### src/rf_cfg_pkg.sv
// shared constants for the rf configuration register set and its controller
package rf_cfg_pkg;
  // device register offsets (byte addresses on the link)
  localparam logic [5:0] OFF_CTL_ANALOG   = 6'h20;
  localparam logic [5:0] OFF_CHANNEL      = 6'h21;
  localparam logic [5:0] OFF_STRENGTH     = 6'h22;
  localparam logic [5:0] OFF_TX_POWER     = 6'h23;
  localparam logic [5:0] OFF_CRYSTAL      = 6'h24;
  localparam logic [5:0] OFF_VCO_SLOPE    = 6'h26;
  localparam logic [5:0] OFF_GAIN_LOCK    = 6'h2e;
  localparam logic [5:0] OFF_CARRIER      = 6'h2f;
  localparam logic [5:0] OFF_CLK_OVERRIDE = 6'h32;
  localparam logic [5:0] OFF_CLK_ENABLE   = 6'h33;
  localparam logic [5:0] OFF_LOCK_DELAY   = 6'h38;
  localparam logic [5:0] OFF_ID_BYTE0     = 6'h3c;
  localparam logic [5:0] OFF_ID_BYTE3     = 6'h3f;

  // field positions
  localparam int BIT_USE_COUNTERS = 7;
  localparam int BIT_GAIN_ENABLE  = 6;
  localparam int BIT_ID_READ      = 5;
  localparam int BIT_CLKOUT_OFF   = 6;
  localparam int BIT_GAIN_HOLD    = 7;
  localparam int BIT_CARRIER_OVR  = 7;
  localparam int BIT_STRENGTH_OK  = 5;

  // reset values
  localparam logic [7:0] RST_ZERO       = 8'h00;
  localparam logic [7:0] RST_LOCK_DELAY = 8'h64;

  // channel 1 sits at 2402 MHz, 1 MHz per step
  localparam logic [11:0] CHAN_BASE_MHZ = 12'h961;

  // lock delay unit
  localparam int CLK_MHZ      = 100;
  localparam int LOCK_UNIT_NS = 2000;
  localparam int LOCK_UNIT_CYC = (LOCK_UNIT_NS * CLK_MHZ + 999) / 1000;

  // host start-up sequence
  localparam int INIT_LEN = 7;
  localparam logic [5:0] INIT_ADDR [INIT_LEN] = '{
    OFF_CTL_ANALOG, OFF_GAIN_LOCK, OFF_VCO_SLOPE, OFF_CLK_OVERRIDE,
    OFF_CLK_ENABLE, OFF_TX_POWER, OFF_CRYSTAL};
  localparam logic [7:0] INIT_DATA [INIT_LEN] = '{
    8'h40, 8'h80, 8'hc0, 8'h41, 8'h41, 8'h07, 8'h40};

  // controller registers on the software bus
  localparam logic [3:0] AXI_OFF_CMD    = 4'h0;
  localparam logic [3:0] AXI_OFF_STATUS = 4'h4;
  localparam int CMD_BIT_WRITE = 15;
  localparam int STAT_BIT_BUSY = 8;
  localparam int STAT_BIT_INIT = 9;
  localparam logic [1:0] RESP_OKAY   = 2'b00;
  localparam logic [1:0] RESP_SLVERR = 2'b10;

  typedef enum logic [1:0] {S_INIT, S_IDLE, S_XFER} host_state_t;
endpackage : rf_cfg_pkg

### src/rf_cfg_link_if.sv
// register link between the controller and the rf configuration registers
`timescale 1ns/1ps
interface rf_cfg_link_if;
  logic       req;
  logic       we;
  logic [5:0] addr;
  logic [7:0] wdata;
  logic       ack;
  logic [7:0] rdata;

  modport host (output req, output we, output addr, output wdata,
                input ack, input rdata);
  modport device (input req, input we, input addr, input wdata,
                  output ack, output rdata);
endinterface : rf_cfg_link_if

### src/synth_settle_timer.sv
// synthesizer settling wait counted in lock-delay units
`timescale 1ns/1ps
module synth_settle_timer #(
  parameter int UNIT_CYC = rf_cfg_pkg::LOCK_UNIT_CYC
) (
  input  wire logic       i_clk,
  input  wire logic       i_nrst,
  input  wire logic       i_start,
  input  wire logic [7:0] i_units,
  output logic            o_done
);
  logic [7:0]  units_q;
  logic [15:0] cyc_q;
  logic        run_q;

  // restart drops done; a zero count finishes at once
  always_ff @(posedge i_clk or negedge i_nrst)
  begin
    if (!i_nrst)
    begin
      units_q <= '0;
      cyc_q   <= '0;
      run_q   <= 1'b0;
      o_done  <= 1'b0;
    end
    else if (i_start)
    begin
      units_q <= i_units;
      cyc_q   <= '0;
      run_q   <= (i_units != 8'h00);
      o_done  <= (i_units == 8'h00);
    end
    else if (run_q)
    begin
      if (cyc_q == 16'(UNIT_CYC - 1))
      begin
        cyc_q   <= '0;
        units_q <= units_q - 8'h01;
        if (units_q == 8'h01)
        begin
          run_q  <= 1'b0;
          o_done <= 1'b1;
        end
      end
      else
        cyc_q <= cyc_q + 16'h0001;
    end
  end
endmodule : synth_settle_timer

### src/radio_rf_config_regs.sv
// rf configuration register set, device end of the register link
`timescale 1ns/1ps
module radio_rf_config_regs #(
  parameter logic [31:0] FACTORY_ID = 32'h0000_0000 // arbitrary value
) (
  input  wire logic        i_clk,
  input  wire logic        i_nrst,
  rf_cfg_link_if.device    lk,
  input  wire logic        i_rx_enter,
  input  wire logic [4:0]  i_rx_level,
  input  wire logic        i_synth_manual,
  input  wire logic        i_pll_lock_used,
  input  wire logic        i_synth_start,
  output logic             o_use_counters,
  output logic [6:0]       o_channel,
  output logic [11:0]      o_freq_mhz,
  output logic [2:0]       o_tx_gain_code,
  output logic [5:0]       o_crystal_trim,
  output logic             o_buffered_clock_pin_en,
  output logic [1:0]       o_vco_slope,
  output logic             o_gain_hold_max,
  output logic             o_carrier_override,
  output logic [7:0]       o_clock_override,
  output logic [7:0]       o_clock_enable,
  output logic [7:0]       o_synth_lock_delay,
  output logic             o_synth_settled
);
  logic       ack_q;
  logic [7:0] rdata_q;
  logic       gain_wr_en_q;
  logic       id_read_en_q;
  logic       clkout_off_q;
  logic [4:0] level_q;
  logic       level_ok_q;
  logic       rx_prev_q;
  logic       synth_prev_q;
  logic       wr;
  logic       rd;
  logic       timer_start;

  assign wr = lk.req && lk.we && !ack_q;
  assign rd = lk.req && !lk.we && !ack_q;
  assign timer_start = i_synth_start && !synth_prev_q && !i_synth_manual
                       && !i_pll_lock_used;

  assign lk.ack   = ack_q;
  assign lk.rdata = rdata_q;

  // one answer per request; host holds req until ack
  always_ff @(posedge i_clk or negedge i_nrst)
  begin
    if (!i_nrst)
      ack_q <= 1'b0;
    else
      ack_q <= lk.req && !ack_q;
  end

  // writable registers; only defined fields are kept
  always_ff @(posedge i_clk or negedge i_nrst)
  begin
    if (!i_nrst)
    begin
      gain_wr_en_q       <= 1'b0;
      id_read_en_q       <= 1'b0;
      o_use_counters     <= 1'b0;
      o_channel          <= '0;
      o_tx_gain_code     <= '0;
      o_crystal_trim     <= '0;
      clkout_off_q       <= 1'b0;
      o_vco_slope        <= '0;
      o_gain_hold_max    <= 1'b0;
      o_carrier_override <= 1'b0;
      o_clock_override   <= rf_cfg_pkg::RST_ZERO;
      o_clock_enable     <= rf_cfg_pkg::RST_ZERO;
      o_synth_lock_delay <= rf_cfg_pkg::RST_LOCK_DELAY;
    end
    else if (wr)
    begin
      unique case (lk.addr)
        rf_cfg_pkg::OFF_CTL_ANALOG:
        begin
          gain_wr_en_q <= lk.wdata[rf_cfg_pkg::BIT_GAIN_ENABLE];
          id_read_en_q <= lk.wdata[rf_cfg_pkg::BIT_ID_READ];
        end
        rf_cfg_pkg::OFF_CHANNEL:
        begin
          o_use_counters <= lk.wdata[rf_cfg_pkg::BIT_USE_COUNTERS];
          o_channel      <= lk.wdata[6:0];
        end
        rf_cfg_pkg::OFF_TX_POWER: o_tx_gain_code <= lk.wdata[2:0];
        rf_cfg_pkg::OFF_CRYSTAL:
        begin
          clkout_off_q   <= lk.wdata[rf_cfg_pkg::BIT_CLKOUT_OFF];
          o_crystal_trim <= lk.wdata[5:0];
        end
        rf_cfg_pkg::OFF_VCO_SLOPE: o_vco_slope <= lk.wdata[7:6];
        rf_cfg_pkg::OFF_GAIN_LOCK:
          if (gain_wr_en_q)
            o_gain_hold_max <= lk.wdata[rf_cfg_pkg::BIT_GAIN_HOLD];
        rf_cfg_pkg::OFF_CARRIER:
          if (gain_wr_en_q)
            o_carrier_override <= lk.wdata[rf_cfg_pkg::BIT_CARRIER_OVR];
        rf_cfg_pkg::OFF_CLK_OVERRIDE: o_clock_override <= lk.wdata;
        rf_cfg_pkg::OFF_CLK_ENABLE:   o_clock_enable   <= lk.wdata;
        rf_cfg_pkg::OFF_LOCK_DELAY:   o_synth_lock_delay <= lk.wdata;
        default: ;
      endcase
    end
  end

  // frequency follows the stored channel one cycle later
  always_ff @(posedge i_clk or negedge i_nrst)
  begin
    if (!i_nrst)
    begin
      o_freq_mhz              <= '0;
      o_buffered_clock_pin_en <= 1'b1;
    end
    else
    begin
      o_freq_mhz <= rf_cfg_pkg::CHAN_BASE_MHZ + {5'h00, o_channel};
      o_buffered_clock_pin_en <= !clkout_off_q;
    end
  end

  // one sample per receive entry, kept until the next entry
  always_ff @(posedge i_clk or negedge i_nrst)
  begin
    if (!i_nrst)
    begin
      rx_prev_q    <= 1'b0;
      synth_prev_q <= 1'b0;
      level_q      <= '0;
      level_ok_q   <= 1'b0;
    end
    else
    begin
      rx_prev_q    <= i_rx_enter;
      synth_prev_q <= i_synth_start;
      if (i_rx_enter && !rx_prev_q)
      begin
        level_q    <= i_rx_level;
        level_ok_q <= 1'b1;
      end
    end
  end

  // read answers; vco slope reads as zero
  always_ff @(posedge i_clk or negedge i_nrst)
  begin
    if (!i_nrst)
      rdata_q <= '0;
    else if (rd)
    begin
      unique case (lk.addr)
        rf_cfg_pkg::OFF_CTL_ANALOG:
          rdata_q <= {1'b0, gain_wr_en_q, id_read_en_q, 5'h00};
        rf_cfg_pkg::OFF_CHANNEL:  rdata_q <= {o_use_counters, o_channel};
        rf_cfg_pkg::OFF_STRENGTH:
          rdata_q <= {2'b00, level_ok_q, level_q};
        rf_cfg_pkg::OFF_TX_POWER: rdata_q <= {5'h00, o_tx_gain_code};
        rf_cfg_pkg::OFF_CRYSTAL:
          rdata_q <= {1'b0, clkout_off_q, o_crystal_trim};
        rf_cfg_pkg::OFF_GAIN_LOCK:    rdata_q <= {o_gain_hold_max, 7'h00};
        rf_cfg_pkg::OFF_CARRIER:      rdata_q <= {o_carrier_override, 7'h00};
        rf_cfg_pkg::OFF_CLK_OVERRIDE: rdata_q <= o_clock_override;
        rf_cfg_pkg::OFF_CLK_ENABLE:   rdata_q <= o_clock_enable;
        rf_cfg_pkg::OFF_LOCK_DELAY:   rdata_q <= o_synth_lock_delay;
        default:
          // id bytes, gated to zero while reading is not enabled
          if (lk.addr >= rf_cfg_pkg::OFF_ID_BYTE0 && id_read_en_q)
            rdata_q <= FACTORY_ID[8*(lk.addr[1:0]) +: 8];
          else
            rdata_q <= '0;
      endcase
    end
  end

  synth_settle_timer #(
    .UNIT_CYC (rf_cfg_pkg::LOCK_UNIT_CYC)
  ) u_settle (
    .i_clk   (i_clk),
    .i_nrst  (i_nrst),
    .i_start (timer_start),
    .i_units (o_synth_lock_delay),
    .o_done  (o_synth_settled)
  );
endmodule : radio_rf_config_regs

### src/flat_wrapper.sv
// flat-port wrapper written by rule: the top's interface ports become plain ports
module radio_rf_config_regs_flat 
#(
  parameter logic [31:0] FACTORY_ID = 32'h0000_0000                   
)
  (i_clk, i_nrst, i_rx_enter, i_rx_level, i_synth_manual, i_pll_lock_used, i_synth_start, o_use_counters, o_channel, o_freq_mhz, o_tx_gain_code, o_crystal_trim, o_buffered_clock_pin_en, o_vco_slope, o_gain_hold_max, o_carrier_override, o_clock_override, o_clock_enable, o_synth_lock_delay, o_synth_settled, lk_req, lk_we, lk_addr, lk_wdata, lk_ack, lk_rdata);
  rf_cfg_link_if lk_i ();
  input  wire logic i_clk;
  input  wire logic i_nrst;
  input  wire logic i_rx_enter;
  input  wire logic [4:0] i_rx_level;
  input  wire logic i_synth_manual;
  input  wire logic i_pll_lock_used;
  input  wire logic i_synth_start;
  output logic o_use_counters;
  output logic [6:0] o_channel;
  output logic [11:0] o_freq_mhz;
  output logic [2:0] o_tx_gain_code;
  output logic [5:0] o_crystal_trim;
  output logic o_buffered_clock_pin_en;
  output logic [1:0] o_vco_slope;
  output logic o_gain_hold_max;
  output logic o_carrier_override;
  output logic [7:0] o_clock_override;
  output logic [7:0] o_clock_enable;
  output logic [7:0] o_synth_lock_delay;
  output logic o_synth_settled;
  input wire logic [$bits(lk_i.req)-1:0] lk_req;
  input wire logic [$bits(lk_i.we)-1:0] lk_we;
  input wire logic [$bits(lk_i.addr)-1:0] lk_addr;
  input wire logic [$bits(lk_i.wdata)-1:0] lk_wdata;
  output wire logic [$bits(lk_i.ack)-1:0] lk_ack;
  output wire logic [$bits(lk_i.rdata)-1:0] lk_rdata;
  assign lk_i.req = lk_req;
  assign lk_i.we = lk_we;
  assign lk_i.addr = lk_addr;
  assign lk_i.wdata = lk_wdata;
  assign lk_ack = lk_i.ack;
  assign lk_rdata = lk_i.rdata;
  radio_rf_config_regs #(.FACTORY_ID(FACTORY_ID)) u_core (.i_clk(i_clk), .i_nrst(i_nrst), .lk(lk_i), .i_rx_enter(i_rx_enter), .i_rx_level(i_rx_level), .i_synth_manual(i_synth_manual), .i_pll_lock_used(i_pll_lock_used), .i_synth_start(i_synth_start), .o_use_counters(o_use_counters), .o_channel(o_channel), .o_freq_mhz(o_freq_mhz), .o_tx_gain_code(o_tx_gain_code), .o_crystal_trim(o_crystal_trim), .o_buffered_clock_pin_en(o_buffered_clock_pin_en), .o_vco_slope(o_vco_slope), .o_gain_hold_max(o_gain_hold_max), .o_carrier_override(o_carrier_override), .o_clock_override(o_clock_override), .o_clock_enable(o_clock_enable), .o_synth_lock_delay(o_synth_lock_delay), .o_synth_settled(o_synth_settled));
endmodule
### config.mk
export PLATFORM = sky130hd
export DESIGN_NAME = radio_rf_config_regs_flat
export DESIGN_NICKNAME = d
export VERILOG_FILES = /design/src/rf_cfg_pkg.sv /design/src/rf_cfg_link_if.sv /design/src/synth_settle_timer.sv /design/src/radio_rf_config_regs.sv /design/src/flat_wrapper.sv
export SDC_FILE = /design/constraint.sdc
export NUM_CORES = 1
export LEC_CHECK = 0
export ABC_AREA = 1
export BUFFER_PORTS_ARGS = -buffer_cell sky130_fd_sc_hd__buf_2
export CELL_PAD_IN_SITES_DETAIL_PLACEMENT = 0
export CELL_PAD_IN_SITES_GLOBAL_PLACEMENT = 2
export CORE_ASPECT_RATIO = 1.5
export CORE_UTILIZATION = 32
export DETAILED_ROUTE_END_ITERATION = 10
export PLACE_DENSITY = 0.81
export SLEW_MARGIN = 20
export SYNTH_ARGS = -nofsm -noshare
export SYNTH_HDL_FRONTEND = slang
export SYNTH_SLANG_ARGS = --single-unit
### constraint.sdc
create_clock -name i_clk -period 1.95 [get_ports i_clk]
set_input_delay 0.39 -clock i_clk [delete_from_list [all_inputs] [get_ports i_clk]]
set_output_delay 0.39 -clock i_clk [all_outputs]
set_load 0.03 [all_outputs]
# Word-level counts from Yosys, hierarchy flattened
# Index checks and enable logic that the tools add are counted.
# Widths: inputs -> output; s select.
[totals]
output_inout_bits = 68
mem_bits_ro = 0
wordCells = 93
latchBits = 0
memories = 0
register_bits = 104
inputBits = 27
ram_bits = 0
[classes]
n_reduce_logical = 34
multipliers = 0
n_shift = 1
div = 0
n_eq_ne = 13
magnitude_cmp = 1
mux = 16
addsub = 3
bitwise = 0
[ops]
columns = ["op", "n"]
rows = [
  ["$pmux 8 s10", 1],
  ["$eq 6x6->1 const B", 11],
  ["$mux 16", 3],
  ["$mux 8", 4],
  ["$shiftx 32x6->8 const A", 1],
  ["$reduce_and 2->1", 9],
  ["$add 16x1->16 const B", 1],
  ["$eq 16x8->1 const B", 1],
  ["$add 12x7->12 const A", 1],
  ["$logic_and 1x1->1", 10],
  ["$reduce_and 3->1", 3],
  ["$eq 8x1->1 const B", 1],
  ["$logic_not 8->1", 1],
  ["$mux 1", 8],
  ["$reduce_bool 8->1", 1],
  ["$sub 8x1->8 const B", 1],
  ["$logic_not 1->1", 7],
  ["$ge 6x6->1 const B", 1],
  ["$reduce_bool 2->1", 3],
]

# Logic depth before layout (Yosys ltp)
[depth]
depth_word = 6
ltp_mapped = 10
mapped_depth_nobuf = 10

# By module
# A second synthesis with hierarchy kept.
[hier_totals]
hier_cells = 663
area_unflattened_um2 = 5180.0
[by_module_without_submodules]
columns = ["module", "cells_per_inst", "instances", "area_each_um2", "seq_area_each_um2"]
rows = [
  ["radio_rf_config_regs", 401, 1, 3415.8, 1881.8],
  ["synth_settle_timer", 262, 1, 1764.2, 650.6],
]

# Least setup slack after synthesis
# Ideal clock, no wire load.
[synth_timing]
path_type = "register -> register"
startpoint = "reg u_core.ack_q, in the netlist u_core.lk.ack"
endpoint = "reg u_core.o_clock_override[6]"
arrival_ns = 1.469
synth_period_minus_slack_ns = 1.596
path_buffers = 1
path_slack_ns = 0.354
t_required_ns = 1.822
stages_incl_launch_ff = 6
setup_ns = 0.128
path_cell_list = "dfrtp_1 -> nor3_4 -> nand3_1 -> buf_2 -> nand2_1 -> o21ai_0"
[synth_via]
elab_chain_len = 3
[synth_rtl]
columns = ["item", "line_no", "text"]
rows = [
  ["start, declared", "radio_rf_config_regs.sv:28", "logic ack_q;"],
  ["start signal, assigned", "radio_rf_config_regs.sv:55", "ack_q <= lk.req && !ack_q;"],
  ["$logic_not 1->1", "radio_rf_config_regs.sv:41", "assign wr = lk.req && lk.we && !ack_q;"],
  ["$logic_and 1x1->1", "radio_rf_config_regs.sv:41", ""],
  ["$reduce_and 2->1 (no source line)", "-", ""],
  ["end signal, assigned", "radio_rf_config_regs.sv:73", "o_clock_override <= rf_cfg_pkg::RST_ZERO;"],
  ["end signal, assigned", "radio_rf_config_regs.sv:103", "rf_cfg_pkg::OFF_CLK_OVERRIDE: o_clock_override <= lk.wdata;"],
  ["end, declared", "radio_rf_config_regs.sv:23", "output logic [7:0] o_clock_override,"],
]
# Every way passes these cells.
# A chain may end at the register's enable or synchronous reset.

# Worst setup path after layout
[layout_timing]
startpoint = "reg u_core.u_settle.cyc_q[9]"
endpoint = "reg u_core.u_settle.units_q[1]"
[layout_via]
elab_chain_len = 3
[layout_rtl]
columns = ["item", "line_no", "text"]
rows = [
  ["start, declared", "synth_settle_timer.sv:13", "logic [15:0] cyc_q;"],
  ["start signal, assigned", "synth_settle_timer.sv:46", "cyc_q <= cyc_q + 16'h0001;"],
  ["$eq 16x8->1", "synth_settle_timer.sv:35", "if (cyc_q == 16'(UNIT_CYC - 1))"],
  ["$reduce_bool 2->1 (no source line)", "-", ""],
  ["$reduce_and 2->1 (no source line)", "-", ""],
  ["end signal, assigned", "synth_settle_timer.sv:28", "units_q <= i_units;"],
  ["end signal, assigned", "synth_settle_timer.sv:38", "units_q <= units_q - 8'h01;"],
  ["end, declared", "synth_settle_timer.sv:12", "logic [7:0] units_q;"],
]
# Every way passes these cells.

==> results.yml <==
status:
  outcome: "completed"
cells_and_area:
  layout.nets: 783
  drive_gt1_frac: 0.188
  diodes: 0
  fillers: 1615
  syn_to_final_growth_pct: 21.7
  postLayoutCoreUtil: 0.403
clocking:
  clk_latency_ns: 0.35
  clockRootBuffer: "clkbuf_16"
  cts_max_path_buffers: 2
  path_clk_slew_ns: 0.07
  post_cts_buffers: 0
  cts_htree_levels: 3
  cts_buffers: 9
  ctsHoldBuffers: 1
  cts_tree: "built"
  post_cts_resized: 0
  clock-sinks: 101
floorplan:
  core_area_um2: 15200
  die-area_um2: 16300
  chipWidth_um: 104
  dieHeight_um: 156
  row_count: 55
  boundaryPins: 95
  start_util: 0.331
power:
  p_seq_frac: 0.452
  comb_power_share: 0.220
  p_sw_frac: 0.332
  max-vdd-ir-drop_mv: 0.415
  p_per_area_nw_per_um2: 928
  p_sw_uw: 1890
  internal-power_uw: 3800
  leakage_uw: 0.00323
  clkPwrFrac: 0.327
sta:
  rsz0062_at_grt: "false"
  tns_ns: 0
  final.setup_skew_ns: 0.00719
  report.final.slew_viol_count: 0
  final.min_clock_period_ns: 1.72
  hold_viol_final: 0
  fmax_mhz: 583
  min_period_over_period: 0.880
  whs_ns: 0.160
  setup_viol: 0
global_routing:
  grt_antenna_before_repair: 0
  grt_overflow: 0
  grt_pass1_wl_mm: 23.7
  grt_max_degree: 52
  grt_pass1_vias: 4484
  grt_use_total: 0.190
drt:
  wl_per_cell_um: 15.5
  vias: 4519
  viasPerCell: 4.73
  drc: 0
  drtIter0Drc: 240
  ant_nets: 0
  drt-total-wl_mm: 14.8
  first_pass_iters: 4
setup_path:
  slowest_delay_ns: 0.44
  crit_arrival_ns: 1.98
  path_common_cell: "nand2_1"
  cp-start-kind: "register"
  crit_type: "register to register"
  path_max_fanout: 12
  cp.required_ns: 2.22
  endpoint_kind: "register"
  crit_family: "simple AND/OR/NAND/NOR gates"
  slowest_stage: "dfrtp_1"
  critical_path_buf_inv_count: 0
  path_cells: "nor2_1 > nand2_1 > nor2_1 > nand2_1 > nand2_1 > nand2_1 > o21ai_0"
job:
  drv_cap: 0
placed_design:
  dp_hpwl_mm: 11.3
  port-buffer-count: 92
  gp_congestion: 0.801
logic_synthesis:
  syn_inst: 644
  yosysWarnings: 0
  syn_avg_cell_area_um2: 7.83
  synth_cell_type_count: 31
  synth_seq_cells: 101
  synth_area_um2: 5040
  yosysSeqAreaShare: 0.502
min_path:
  min_path_type: "input port to register"
metrics by stage:
step / worst slack, ns / total power [uW] / std cells / instance area, um2
2_1_floorplan: 0.354 / 3430 / 645 / 5040
3_3_place_gp: 0.235 / 3830 / 939 / 5820
3_5_place_dp: 0.193 / 3880 / 939 / 5820
4_1_cts: 0.188 / 5780 / 956 / 6130
5_1_grt: 0.0276 / 6050 / 956 / 6130
6_report: 0.233 / 5690 / 956 / 6130
power by group through the flow:
stage	Clock (uW)	Combinational, uW	Sequential (uW)
floorplan	0	713	2710
global placement	0	1240	2600
detailed placement	0	1270	2610
CTS	1930	1270	2570
global route	2010	1430	2610
finish	1860	1250	2570
layout by cell type (no fill, tap or decap), types with 2 or more instances in the layout:
master and count:
nand2_1 213, dfrtp_1 97, buf_2 91, o21ai_0 68
inv_1 64, nor2_1 64, nand3_1 53, nand4_1 21
buf_4 18, clkbuf_16 9, xor2_1 8, nor3_1 5
mux2_2 4, ha_1 4, dfstp_2 4, a21oi_1 3
nor2_4 3, conb_1 3, nand3b_1 2, o21ai_1 2
o21bai_1 2, clkinvlp_4 2, buf_12 2
layer usage:
layer	track usage	share of wire	wire length, um
met5	0	0	0
met4	0.0891	0.032	475
met2	0.343	0.53	7780
met3	0.0330	0.034	502
met1	0.218	0.41	6050
cells in the mapped netlist, drive strengths merged:
cell      n  area (um2)
clkinv    1        3.75
dfstp     4         105
dfrtp    97        2430
nor3      6        41.3
buf      13        91.3
xor2      8        70.1
a31oi     1        6.26
o21bai    2        15.0
nand3b    2        15.0
ha        4        50.1
or2       1        6.26
o21ai    70         350
nand3    53         265
conb      2        7.51
mux2      4        45.0
nand4    22         153
a21oi     3        15.0
mux2i     1        10.0
and3      1        6.26
nand2   214         811
nor2     68         294
clkbuf    3        11.3
inv      64         240
final cells by class:
class | count | area, um2 | area share
Timing Repair Buffer | 112 | 641 | 0.104
Tap cell | 199 | 249 | 0.0406
Sequential cell | 101 | 2530 | 0.413
Clock buffer | 11 | 243 | 0.0396
Clock inverter | 5 | 58.8 | 0.00959
Multi-Input combinational cell | 463 | 2160 | 0.353
Inverter | 65 | 244 | 0.0398
flip-flops by register name (all words and copies together), names as in the netlist, 2 cells and up:
signal,cells
u_core.o_freq_mhz,9
u_core.o_crystal_trim,6
u_core.o_vco_slope,2
u_core.o_clock_override,8
u_core.u_settle.cyc_q,16
u_core.u_settle.units_q,8
u_core.lk.rdata,8
u_core.level_q,5
u_core.o_tx_gain_code,3
u_core.o_clock_enable,8
u_core.o_channel,7
u_core.o_synth_lock_delay,8
final timing paths:
| kind | cells after the start | from | end | slack [ns] |
|---|---|---|---|---|
| max | 7 | u_core.u_settle.cyc_q[9] | u_core.u_settle.units_q[1] | 0.23 |
| min | 1 | i_synth_start | u_core.synth_prev_q | 0.16 |
| max reg2reg | 7 | u_core.u_settle.cyc_q[9] | u_core.u_settle.units_q[1] | 0.23 |
| min reg2reg | 1 | u_core.clkout_off_q | u_core.o_buffered_clock_pin_en | 0.44 |
| max in group asynchronous | 3 | i_nrst | u_core.o_buffered_clock_pin_en | 0.90 |
| min in group asynchronous | 2 | i_nrst | u_core.synth_prev_q | 0.45 |
kinds of logic (layout without fill, tap and decap cells):
family / count (synthesis) / after routing / synth area share
AO/OA/AOI/OAI: 76 / 76 / 0.0767
XOR/XNOR: 8 / 8 / 0.0139
adder cells (fa/ha/maj): 4 / 4 / 0.00993
buffers and inverters: 81 / 193 / 0.0688
flip-flops: 101 / 101 / 0.502
multiplexers: 5 / 5 / 0.0109
other: 2 / 3 / 0.00149
AND/OR/NAND/NOR: 367 / 367 / 0.316
(Power assumes the default switching activity.)
